===== src/design/rps_cfg.svh =====
/*
  Constants of the receive PCS status block: register offsets, field positions, reset values and timing counts.
  Assumes it is included by its bare name wherever a constant is needed.
*/
`ifndef RPS_CFG_SVH
`define RPS_CFG_SVH

`define RPS_CLK_NS        40
`define RPS_BER_WIN_NS    125000
`define RPS_BER_WIN_CYC   (`RPS_BER_WIN_NS / `RPS_CLK_NS)
`define RPS_BER_LIMIT     5'h10
`define RPS_LOCK_GOOD     7'h40
`define RPS_LOCK_WIN      7'h40
`define RPS_LOCK_BAD      5'h10
`define RPS_CC_PPM        200
`define RPS_CC_DEPTH      5'h10
`define RPS_CC_MID        5'h08

`define RPS_OFF_CTRL      8'h00
`define RPS_OFF_STATUS    8'h04
`define RPS_OFF_INT_STAT  8'h08
`define RPS_OFF_INT_EN    8'h0C
`define RPS_OFF_INT_CLR   8'h10
`define RPS_OFF_ERR_CNT   8'h14
`define RPS_OFF_BAD_CNT   8'h18

`define RPS_CTRL_TEST     0
`define RPS_CTRL_CCRST    1
`define RPS_CTRL_RST      32'h0000_0000
`define RPS_INT_EN_RST    6'h00

`define RPS_EV_FIFO       0
`define RPS_EV_FAULT      1
`define RPS_EV_BER        2
`define RPS_EV_UNLOCK     3
`define RPS_EV_MISMATCH   4
`define RPS_EV_BADCODE    5
`define RPS_EV_W          6

`endif


===== src/design/rps_pkg.sv =====
/*
  Types and block-type decoding shared by the receive PCS status block.
  Assumes blocks arrive as a two-bit sync header and an eight-bit block type field.
*/
package rps_pkg;

  typedef enum logic [1:0] {
    RPS_SH_DATA = 2'h1,
    RPS_SH_CTRL = 2'h2
  } rps_sh_e;

  typedef enum logic {
    RPS_DEC_INIT,
    RPS_DEC_RUN
  } rps_dec_e;

  typedef enum logic [1:0] {
    RPS_K_OTHER,
    RPS_K_START,
    RPS_K_TERM,
    RPS_K_BAD
  } rps_kind_e;

  // Classifies one block by its header and type field.
  function automatic rps_kind_e rps_kind(input logic [1:0] sh, input logic [7:0] bt);
    rps_kind_e k;
    k = RPS_K_BAD;
    if (sh == RPS_SH_DATA) begin
      k = RPS_K_OTHER;
    end else if (sh == RPS_SH_CTRL) begin
      case (bt)
        8'h1E, 8'h2D, 8'h4B, 8'h55: k = RPS_K_OTHER;
        8'h33, 8'h66, 8'h78:        k = RPS_K_START;
        8'h87, 8'h99, 8'hAA, 8'hB4, 8'hCC, 8'hD2, 8'hE1, 8'hFF: k = RPS_K_TERM;
        default:                    k = RPS_K_BAD;
      endcase
    end
    return k;
  endfunction

endpackage


===== src/design/rps_ccomp.sv =====
/*
  Occupancy tracker of the receive clock compensation buffer; pulses an error on underflow or overflow.
  Assumes write and read strobes come from the recovered and local sides, already on pclk.
*/
`timescale 1ns/1ps
`include "rps_cfg.svh"

module rps_ccomp (
  // Clock and reset.
  input  wire logic pclk,
  input  wire logic presetn,
  input  wire logic ce,
  // Buffer activity.
  input  wire logic clr,
  input  wire logic wr_en,
  input  wire logic rd_en,
  // Result.
  output logic      err_pulse
);

  logic [4:0] fill_r;
  logic [4:0] fill_nxt;
  wire        full  = (fill_r == `RPS_CC_DEPTH);
  wire        empty = (fill_r == 5'h00);
  wire        ovf   = wr_en && !rd_en && full;
  wire        unf   = rd_en && !wr_en && empty;

  // The buffer starts half full so that it can take up drift in either direction.
  always_comb begin
    fill_nxt = fill_r;
    if (clr) begin
      fill_nxt = `RPS_CC_MID;
    end else if (wr_en && !rd_en && !full) begin
      fill_nxt = fill_r + 5'h01;
    end else if (rd_en && !wr_en && !empty) begin
      fill_nxt = fill_r - 5'h01;
    end
  end

  always_ff @(posedge pclk or negedge presetn) begin
    if (!presetn) begin
      fill_r    <= `RPS_CC_MID;
      err_pulse <= 1'b0;
    end else if (ce) begin
      fill_r    <= fill_nxt;
      err_pulse <= !clr && (ovf || unf);
    end
  end

endmodule


===== src/design/rps_blkchk.sv =====
/*
  Checks the two blocks received per cycle for invalid types, illegal order and test-pattern mismatch.
  Assumes blk_vld marks cycles in which both block slots are valid.
*/
`timescale 1ns/1ps
`include "rps_cfg.svh"

module rps_blkchk (
  // Clock and reset.
  input  wire logic       pclk,
  input  wire logic       presetn,
  input  wire logic       ce,
  // Received blocks.
  input  wire logic       blk_vld,
  input  wire logic [1:0] sh0,
  input  wire logic [7:0] bt0,
  input  wire logic [1:0] sh1,
  input  wire logic [7:0] bt1,
  // Test-pattern mode.
  input  wire logic       test_en,
  // Increments.
  output logic [1:0]      bad_inc,
  output logic            bad_vld,
  output logic [1:0]      mis_inc,
  output logic            mis_vld
);

  rps_pkg::rps_kind_e k0;
  rps_pkg::rps_kind_e k1;
  logic               in_frame_r;
  logic               mid_frame;
  logic               end_frame;
  logic               seq0;
  logic               seq1;

  assign k0 = rps_pkg::rps_kind(sh0, bt0);
  assign k1 = rps_pkg::rps_kind(sh1, bt1);

  // A start inside a frame or a terminate outside one is out of order.
  assign seq0      = (k0 == rps_pkg::RPS_K_START) ? in_frame_r :
                     (k0 == rps_pkg::RPS_K_TERM) ? !in_frame_r : 1'b0;
  assign mid_frame = (k0 == rps_pkg::RPS_K_START) ? 1'b1 :
                     (k0 == rps_pkg::RPS_K_TERM || k0 == rps_pkg::RPS_K_BAD) ? 1'b0 : in_frame_r;
  assign seq1      = (k1 == rps_pkg::RPS_K_START) ? mid_frame :
                     (k1 == rps_pkg::RPS_K_TERM) ? !mid_frame : 1'b0;
  assign end_frame = (k1 == rps_pkg::RPS_K_START) ? 1'b1 :
                     (k1 == rps_pkg::RPS_K_TERM || k1 == rps_pkg::RPS_K_BAD) ? 1'b0 : mid_frame;

  wire b0 = (k0 == rps_pkg::RPS_K_BAD) || seq0;
  wire b1 = (k1 == rps_pkg::RPS_K_BAD) || seq1;
  // Only the idle control type is compared; payload bits are not checked.
  wire m0 = !(sh0 == rps_pkg::RPS_SH_CTRL && bt0 == 8'h1E);
  wire m1 = !(sh1 == rps_pkg::RPS_SH_CTRL && bt1 == 8'h1E);

  always_ff @(posedge pclk or negedge presetn) begin
    if (!presetn) begin
      in_frame_r <= 1'b0;
      bad_inc    <= 2'h0;
      bad_vld    <= 1'b0;
      mis_inc    <= 2'h0;
      mis_vld    <= 1'b0;
    end else if (ce) begin
      in_frame_r <= blk_vld ? end_frame : in_frame_r;
      bad_vld    <= blk_vld;
      bad_inc    <= blk_vld ? {1'b0, b0} + {1'b0, b1} : 2'h0;
      mis_vld    <= blk_vld && test_en;
      mis_inc    <= (blk_vld && test_en) ? {1'b0, m0} + {1'b0, m1} : 2'h0;
    end
  end

endmodule


===== src/design/rps_top.sv =====
/*
  Receive PCS status and statistics reporting, with an APB register file and a level interrupt.
  Assumes all inputs are synchronous to pclk, the recovered receive clock, and presetn is the receive-side reset.
*/
`timescale 1ns/1ps
`include "rps_cfg.svh"

//Contract
// - Compensation-buffer error flag goes to 1 on buffer underflow or overflow.
// - Buffer absorbs up to 200 ppm offset without an error.
// - Local fault is a level, high while the decoder sits in its init state.
// - Excess error rate flag is a level while the error rate exceeds the threshold.
// - Four lane block-lock bits, each high while that lane holds block lock.
// - Eight-bit mismatch increment counts test-pattern mismatches in that cycle.
// - Mismatch increment is active only while test-pattern enable is 1.
// - Each mismatch increment stands for exactly one cycle.
// - Mismatch valid strobe marks meaningful increments; consumer accumulates only then.
// - Two-bit code-violation increment counts blocks with invalid type or content; the code checks only the sync header and block type field.
// - Blocks arriving in illegal order also count as code violations.
// - Code-violation valid strobe marks meaningful increments; consumer samples only then.
module rps_top (
  // Clock, reset and enable.
  input  wire logic        pclk,
  input  wire logic        presetn,
  input  wire logic        ce,
  // APB slave.
  input  wire logic        psel,
  input  wire logic        penable,
  input  wire logic        pwrite,
  input  wire logic [7:0]  paddr,
  input  wire logic [31:0] pwdata,
  output logic [31:0]      prdata,
  output logic             pready,
  output logic             pslverr,
  // Receive datapath.
  input  wire logic        cc_wr_en,
  input  wire logic        cc_rd_en,
  input  wire logic [3:0]  lane_hdr_vld,
  input  wire logic [3:0]  lane_hdr_ok,
  input  wire logic        blk_vld,
  input  wire logic [1:0]  blk_sh0,
  input  wire logic [7:0]  blk_type0,
  input  wire logic [1:0]  blk_sh1,
  input  wire logic [7:0]  blk_type1,
  // Status and statistics.
  output logic             rx_fifo_err,
  output logic             rx_local_fault,
  output logic             rx_excess_error_rate_flag,
  output logic [3:0]       rx_block_lock,
  output logic [7:0]       rx_test_err,
  output logic             rx_test_err_valid,
  output logic [1:0]       rx_bad_code,
  output logic             rx_bad_code_valid,
  // Interrupt.
  output logic             irq
);

  function automatic logic [2:0] pop4(input logic [3:0] v);
    return {2'h0, v[0]} + {2'h0, v[1]} + {2'h0, v[2]} + {2'h0, v[3]};
  endfunction

  localparam logic [11:0] BER_WIN = 12'(`RPS_BER_WIN_CYC);

  logic [31:0]           ctrl_r;
  logic [`RPS_EV_W-1:0]  int_stat_r;
  logic [`RPS_EV_W-1:0]  int_en_r;
  logic [31:0]           err_cnt_r;
  logic [31:0]           bad_cnt_r;
  logic                  cc_pulse;
  logic [1:0]            bad_inc;
  logic                  bad_vld;
  logic [1:0]            mis_inc;
  logic                  mis_vld;
  logic [6:0]            good_r  [4];
  logic [6:0]            win_r   [4];
  logic [4:0]            badh_r  [4];
  logic [11:0]           ber_tmr_r;
  logic [4:0]            ber_cnt_r;
  rps_pkg::rps_dec_e     dec_r;
  rps_pkg::rps_dec_e     dec_nxt;

  // APB decode.
  wire        setup    = psel && !penable && !pready;
  wire        wr_take  = psel && penable && pready && pwrite;
  wire        hit_ctrl = (paddr == `RPS_OFF_CTRL);
  wire        hit_sts  = (paddr == `RPS_OFF_STATUS);
  wire        hit_ist  = (paddr == `RPS_OFF_INT_STAT);
  wire        hit_ien  = (paddr == `RPS_OFF_INT_EN);
  wire        hit_icl  = (paddr == `RPS_OFF_INT_CLR);
  wire        hit_ecnt = (paddr == `RPS_OFF_ERR_CNT);
  wire        hit_bcnt = (paddr == `RPS_OFF_BAD_CNT);
  wire        mapped   = hit_ctrl | hit_sts | hit_ist | hit_ien | hit_icl | hit_ecnt | hit_bcnt;
  wire [31:0] status_w = {22'h0, rx_bad_code_valid, rx_test_err_valid, rx_block_lock,
                          rx_excess_error_rate_flag, rx_local_fault, rx_fifo_err, dec_r == rps_pkg::RPS_DEC_RUN};
  wire [31:0] rdata_w  = hit_ctrl ? ctrl_r :
                         hit_sts  ? status_w :
                         hit_ist  ? {26'h0, int_stat_r} :
                         hit_ien  ? {26'h0, int_en_r} :
                         hit_ecnt ? err_cnt_r :
                         hit_bcnt ? bad_cnt_r : 32'h0000_0000;
  wire        test_en  = ctrl_r[`RPS_CTRL_TEST];
  wire        cc_clr   = ctrl_r[`RPS_CTRL_CCRST];

  // Lane lock and error rate.
  wire [3:0] hdr_bad   = lane_hdr_vld & ~lane_hdr_ok;
  wire [4:0] ber_sum   = ber_cnt_r + {2'h0, pop4(hdr_bad)};
  wire [4:0] ber_sat   = (ber_sum < ber_cnt_r) ? 5'h1F : ber_sum;
  wire       ber_end   = (ber_tmr_r == BER_WIN - 12'h001);
  wire       all_lock  = &rx_block_lock;
  wire       ber_hi    = ber_sat >= `RPS_BER_LIMIT;
  logic [3:0] lock_nxt;

  // Decoder sequencing: run only with every lane locked and an acceptable error rate.
  always_comb begin
    dec_nxt = dec_r;
    case (dec_r)
      rps_pkg::RPS_DEC_INIT: if (all_lock && !rx_excess_error_rate_flag) dec_nxt = rps_pkg::RPS_DEC_RUN;
      rps_pkg::RPS_DEC_RUN:  if (!all_lock || rx_excess_error_rate_flag) dec_nxt = rps_pkg::RPS_DEC_INIT;
      default:               dec_nxt = rps_pkg::RPS_DEC_INIT;
    endcase
  end

  // Lock needs 64 clean headers in a row; 16 bad ones inside a 64-header window drop it.
  always_comb begin
    for (int i = 0; i < 4; i++) begin
      if (!rx_block_lock[i]) begin
        lock_nxt[i] = lane_hdr_vld[i] && lane_hdr_ok[i] && (good_r[i] == `RPS_LOCK_GOOD - 7'h01);
      end else begin
        lock_nxt[i] = !(lane_hdr_vld[i] && !lane_hdr_ok[i] && (badh_r[i] == `RPS_LOCK_BAD - 5'h01));
      end
    end
  end

  // Events that set sticky interrupt status.
  wire [`RPS_EV_W-1:0] ev = {
    bad_vld && (bad_inc != 2'h0),
    mis_vld && (mis_inc != 2'h0),
    |(rx_block_lock & ~lock_nxt),
    ber_end && ber_hi && !rx_excess_error_rate_flag,
    dec_r == rps_pkg::RPS_DEC_RUN && dec_nxt == rps_pkg::RPS_DEC_INIT,
    cc_pulse
  };
  wire [`RPS_EV_W-1:0] clr_w = (wr_take && hit_icl) ? pwdata[`RPS_EV_W-1:0] : '0;

  rps_ccomp u_ccomp (
    .pclk      (pclk),
    .presetn   (presetn),
    .ce        (ce),
    .clr       (cc_clr),
    .wr_en     (cc_wr_en),
    .rd_en     (cc_rd_en),
    .err_pulse (cc_pulse)
  );

  rps_blkchk u_blkchk (
    .pclk    (pclk),
    .presetn (presetn),
    .ce      (ce),
    .blk_vld (blk_vld),
    .sh0     (blk_sh0),
    .bt0     (blk_type0),
    .sh1     (blk_sh1),
    .bt1     (blk_type1),
    .test_en (test_en),
    .bad_inc (bad_inc),
    .bad_vld (bad_vld),
    .mis_inc (mis_inc),
    .mis_vld (mis_vld)
  );

  // APB access: no wait cycle; pready and read data are set in the setup phase, so both leave flip-flops.
  always_ff @(posedge pclk or negedge presetn) begin
    if (!presetn) begin
      pready  <= 1'b0;
      pslverr <= 1'b0;
      prdata  <= 32'h0000_0000;
    end else if (ce) begin
      pready  <= setup;
      pslverr <= setup && !mapped;
      prdata  <= setup && !pwrite ? rdata_w : 32'h0000_0000;
    end
  end

  // Software registers; the buffer reset bit clears itself after one cycle.
  always_ff @(posedge pclk or negedge presetn) begin
    if (!presetn) begin
      ctrl_r     <= `RPS_CTRL_RST;
      int_en_r   <= `RPS_INT_EN_RST;
      int_stat_r <= '0;
      irq        <= 1'b0;
    end else if (ce) begin
      if (wr_take && hit_ctrl) begin
        ctrl_r <= {30'h0, pwdata[`RPS_CTRL_CCRST], pwdata[`RPS_CTRL_TEST]};
      end else begin
        ctrl_r[`RPS_CTRL_CCRST] <= 1'b0;
      end
      if (wr_take && hit_ien) begin
        int_en_r <= pwdata[`RPS_EV_W-1:0];
      end
      // A new event wins over a clear arriving in the same cycle.
      int_stat_r <= (int_stat_r & ~clr_w) | ev;
      irq        <= |(((int_stat_r & ~clr_w) | ev) & int_en_r);
    end
  end

  // Accumulators for software; they wrap and clear on a write of any value.
  always_ff @(posedge pclk or negedge presetn) begin
    if (!presetn) begin
      err_cnt_r <= 32'h0000_0000;
      bad_cnt_r <= 32'h0000_0000;
    end else if (ce) begin
      err_cnt_r <= (wr_take && hit_ecnt) ? 32'h0000_0000 : err_cnt_r + (mis_vld ? {30'h0, mis_inc} : 32'h0000_0000);
      bad_cnt_r <= (wr_take && hit_bcnt) ? 32'h0000_0000 : bad_cnt_r + (bad_vld ? {30'h0, bad_inc} : 32'h0000_0000);
    end
  end

  // Status outputs.
  always_ff @(posedge pclk or negedge presetn) begin
    if (!presetn) begin
      rx_fifo_err               <= 1'b0;
      rx_local_fault            <= 1'b1;
      rx_excess_error_rate_flag <= 1'b0;
      rx_block_lock             <= 4'h0;
      rx_test_err               <= 8'h00;
      rx_test_err_valid         <= 1'b0;
      rx_bad_code               <= 2'h0;
      rx_bad_code_valid         <= 1'b0;
      dec_r                     <= rps_pkg::RPS_DEC_INIT;
      ber_tmr_r                 <= 12'h000;
      ber_cnt_r                 <= 5'h00;
    end else if (ce) begin
      // Held until reset or a buffer restart, since data was already lost.
      // A fault pulse from the cycle before the restart still wins over the clear; rps_ccomp drops a fault in the restart cycle itself.
      rx_fifo_err       <= (cc_clr ? 1'b0 : rx_fifo_err) | cc_pulse;
      dec_r             <= dec_nxt;
      rx_local_fault    <= (dec_nxt == rps_pkg::RPS_DEC_INIT);
      rx_block_lock     <= lock_nxt;
      rx_test_err       <= mis_vld ? {6'h00, mis_inc} : 8'h00;
      rx_test_err_valid <= mis_vld;
      rx_bad_code       <= bad_vld ? bad_inc : 2'h0;
      rx_bad_code_valid <= bad_vld;
      ber_tmr_r         <= ber_end ? 12'h000 : ber_tmr_r + 12'h001;
      ber_cnt_r         <= ber_end ? 5'h00 : ber_sat;
      if (ber_end) begin
        rx_excess_error_rate_flag <= ber_hi;
      end
    end
  end

  // Per-lane header counters behind the lock decision.
  always_ff @(posedge pclk or negedge presetn) begin
    if (!presetn) begin
      for (int i = 0; i < 4; i++) begin
        good_r[i] <= 7'h00;
        win_r[i]  <= 7'h00;
        badh_r[i] <= 5'h00;
      end
    end else if (ce) begin
      for (int i = 0; i < 4; i++) begin
        if (lane_hdr_vld[i]) begin
          good_r[i] <= (lane_hdr_ok[i] && !lock_nxt[i]) ? good_r[i] + 7'h01 : 7'h00;
          if (!lock_nxt[i] || win_r[i] == `RPS_LOCK_WIN - 7'h01) begin
            win_r[i]  <= 7'h00;
            badh_r[i] <= 5'h00;
          end else begin
            win_r[i]  <= win_r[i] + 7'h01;
            badh_r[i] <= badh_r[i] + {4'h0, !lane_hdr_ok[i]};
          end
        end
      end
    end
  end

endmodule


===== config.mk =====
export PLATFORM = sky130hd
export DESIGN_NAME = rps_top
export DESIGN_NICKNAME = d
export VERILOG_FILES = /design/src/design/rps_pkg.sv /design/src/design/rps_ccomp.sv /design/src/design/rps_blkchk.sv /design/src/design/rps_top.sv
export VERILOG_INCLUDE_DIRS = /design/src /design/src/design
export SDC_FILE = /design/constraint.sdc
export NUM_CORES = 1
export LEC_CHECK = 0
export BUFFER_PORTS_ARGS = -buffer_cell sky130_fd_sc_hd__buf_2
export CAP_MARGIN = 10
export CORE_AREA = 3 3 144 146
export CTS_CLUSTER_SIZE = 40
export DETAILED_ROUTE_END_ITERATION = 10
export DIE_AREA = 0 0 147 149
export PLACE_DENSITY = 0.84
export REMOVE_ABC_BUFFERS = 1
export SLEW_MARGIN = 20
export SYNTH_ARGS = -nofsm -noshare
export SYNTH_HDL_FRONTEND = slang
export SYNTH_SLANG_ARGS = --single-unit
export TNS_END_PERCENT = 100

===== constraint.sdc =====
create_clock -name pclk -period 6.17 [get_ports pclk]
set_input_delay 1.234 -clock pclk [delete_from_list [all_inputs] [get_ports pclk]]
set_output_delay 1.234 -clock pclk [all_outputs]
set_load 0.01 [all_outputs]

==> results.tsv <==
metric	value	unit
worst setup path class	input port to flip-flop	
final worst slack	2.08	ns
vias per cell	6.04	
Clk pin slew, worst setup/hold paths	0.06	ns
top cells by area, synth	dfrtp_1 47%, xor2_1 5.1%, nor2_1 4.6%	
dpl cell area	0.0131	mm2
Pins Over Slew Limit	0	
status	finished clean	
Max Cap Violations	0	
slowest stage delay, CP	0.53	ns
ys flop type	dfrtp_1	
Hold WS	0.468	ns
Psw	1160	uW
starting density of the core	0.635	
Setup TNS	0	ns
slowest cell on the critical path	fa_1	
# fillers	1426	
Design Area, Final	0.0138	mm2
clk_lat worst skew	0.52	ns
worst hold-check path type	flip-flop to flip-flop	
RSZ-0062 raised after global routing	no	
nets	1459	
routed len/inst	17.3	um
Core Footprint	0.0195	mm2
XOR/XNOR Fraction of Synth Area	0.0799	
port bufs	98	
Clock Power Share	0.347	
initial DRC count	607	
Int Pwr	2820	uW
share of the clock period used by the worst path	0.662	
initial antenna violation count	3	
setup violators final	0	
post-synthesis adder-cell area fraction	0.0400	
CTS resizes	0	
TritonRoute pass-1 iters	5	
CTS buffer count	24	
Max-Slew Margin vs Limit	0.399	
maximum vdd drop	0.297	mV
number of global-route vias before repair	9763	
Pleak	0.00628	uW
Cells after Synth	1258	
clk buf depth	3	
Yosys warning count	0	
largest family of logic cells by synthesized area	simple AND/OR/NAND/NOR gates	
share of cells above drive strength 1	0.137	
CP top delay family	adder cells	
hold depth	2	
first-pass GRT wire length	47.1	mm
Remaining Overflow, GRT	0	
final hold violation count	0	
Synth Area in Simple Gates	0.207	
Gate power share	0.173	
Reg power frac	0.480	
r2r setup slk	2.71	ns
Post-Route WL	28.1	mm
Setup Skew	0.0179	ns
htree depth	1	
Yosys top cell area share	0.466	
EDFF count, synth	0	
critical path required time	6.60	ns
Fmax	0.245	GHz
# DRC	0	
full die area	0.0219	mm2
crit path buf inv count	2	
DP HPWL	19.7	mm
Post-Place Worst Slack	1.55	ns
CTS root buffer	clkbuf_16	
GPL Wtd Cong	0.867	
Worst Path Max Fanout	4	
area occupied by registers	0.00583	mm2
Critical Path Most Common Cell	fa_1	
critical path depth	12	
r2r endpoint	irq$_DFFE_PN0P_	
largest net degree at the start of global routing	120	
r2r startpoint	ber_cnt_r[0]$_DFFE_PN0P_	
worst path cell trace	buf_2 > nand2b_1 > fa_1 > inv_1 > fa_1 > fa_1 > ha_1 > a211o_1 > nand3_1 > a21oi_1 > or4b_1 > a41oi_1	
I/O Pins	131	
CTS tree	yes	
area leader, netlist	dfrtp_1	
CTS Sinks	233	
mean area per synthesized cell	9.85	um2
Post-DRT Antenna Nets	0	
num rows	51	
worst r2r path cells	11	
CP arrival	4.52	ns
Area growth, synth to finish	11.5	%
register area share after synthesis	0.471	
power per standard cell area	288	mW/mm2
multi-input logic area	0.00618	mm2
hold path startpoint	u_ccomp.fill_r[3]$_DFFE_PN1P_	
Chip Width	147	um
crit path capture type	flip-flop	
#FFs+latches synth	233	
Final Util	0.708	
worst-margin pin slew	0.901	ns
switching portion of total power	0.292	
startpoint types	input port	
post-layout min period	4.09	ns
Worst Hold Endpoint	u_ccomp.fill_r[3]$_DFFE_PN1P_	
area of the mapped netlist	0.0124	mm2
Total GRT Usage	0.257	
post-synth cell types	80	
asr flop ratio synth	1.00	
total setup buffers inserted after CTS	0	
post-synthesis mux area share	0.0367	
via count	9828	
Die H	149	um
post-cts hold buffer count	0	
Compound-Gate Fraction of Synth Area	0.133	
## flip-flops by register name (all words and copies together) (netlist names), 4 cells and up
name,flops
int_stat_r,6
prdata,32
ber_tmr_r,12
err_cnt_r,32
int_en_r,6
win_r,28
bad_cnt_r,32
ber_cnt_r,5
rx_block_lock,4
u_ccomp.fill_r,5
badh_r,20
good_r,28
## placed cells by master, fill, tap and decap left out, types with 12 or more instances in the layout
cell type,synthesis,routed
o2bb2ai_1,34,34
nand2b_1,15,15
mux2_2,18,18
a21oi_1,47,47
nand3_1,46,46
buf_2,10,97
nor2b_1,27,27
xor2_1,72,72
mux2i_1,24,24
and2_1,12,12
a22oi_1,12,12
nor2_1,153,153
ha_1,30,30
inv_1,46,46
nand4_1,47,47
dfrtp_1,231,231
nor3_1,18,18
a22o_1,26,26
clkbuf_16,0,25
xnor2_1,41,41
o21ai_0,46,46
nand2_1,104,104
## logic make-up after synthesis
logic type / after synthesis
other: 1
XOR/XNOR: 113
flip-flops: 233
AND/OR/NAND/NOR: 500
buffers and inverters: 94
multiplexers: 43
adder cells (fa/ha/maj): 36
AO/OA/AOI/OAI: 238
## area by class of cell
class	instances	share of cell area
Antenna cell	1	0.000181
Inverter	47	0.0128
Clock buffer	38	0.0524
Clock inverter	3	0.00127
Tap cell	265	0.0240
Timing Repair Buffer	104	0.0404
Sequential cell	233	0.422
Multi-Input combinational cell	936	0.447
## worst max path at each step
stage / start / end
final: lane_hdr_ok[2] / irq$_DFFE_PN0P_
after global routing: lane_hdr_ok[2] / irq$_DFFE_PN0P_
after CTS: lane_hdr_ok[2] / irq$_DFFE_PN0P_
after detailed placement: lane_hdr_ok[2] / irq$_DFFE_PN0P_
after global placement: lane_hdr_ok[2] / irq$_DFFE_PN0P_
after floorplan: lane_hdr_ok[2] / irq$_DFFE_PN0P_
## power by group through the flow
stage | sequential [uW] | clock, uW | combinational [uW]
floorplan | 1890 | 0 | 489
global placement | 1920 | 0 | 648
detailed placement | 1930 | 0 | 685
CTS | 1910 | 1400 | 691
global route | 1940 | 1460 | 794
finish | 1910 | 1380 | 686
## tightest hold or removal path, delay by kind of cell, from the launching register on
family | cells | cell delay [ns]
flip-flops | 1 | 0.37
AO/OA/AOI/OAI | 1 | 0.05
buffers and inverters | 1 | 0.04
## through the flow
stage,total power (uW),instances
floorplan,2380,1216
global placement,2570,1585
detailed placement,2610,1585
CTS,4000,1626
global route,4190,1627
finish,3980,1627
## per-layer routing
| metal | up-vias | wire [um] | GRT usage |
|---|---|---|---|
| met5 | - | 31 | 0 |
| met2 | 287 | 13900 | 0.444 |
| met1 | 4809 | 11600 | 0.331 |
| met4 | 4 | 887 | 0.0862 |
| li1 | 4659 | - | - |
| met3 | 69 | 1680 | 0.0480 |
## cells in the mapped netlist, types with 12 or more instances
cell type  count
nor2b_1       27
nand2b_1      15
mux2i_1       24
xor2_1        72
nand2_1      104
a22o_1        26
o2bb2ai_1     34
nand4_1       47
xnor2_1       41
and2_1        12
nor3_1        18
inv_1         46
a22oi_1       12
a21oi_1       47
nand3_1       46
ha_1          30
dfrtp_1      231
nor2_1       153
o21ai_0       46
clkbuf_1      27
mux2_2        18
Power figures use the tool's default switching activity.
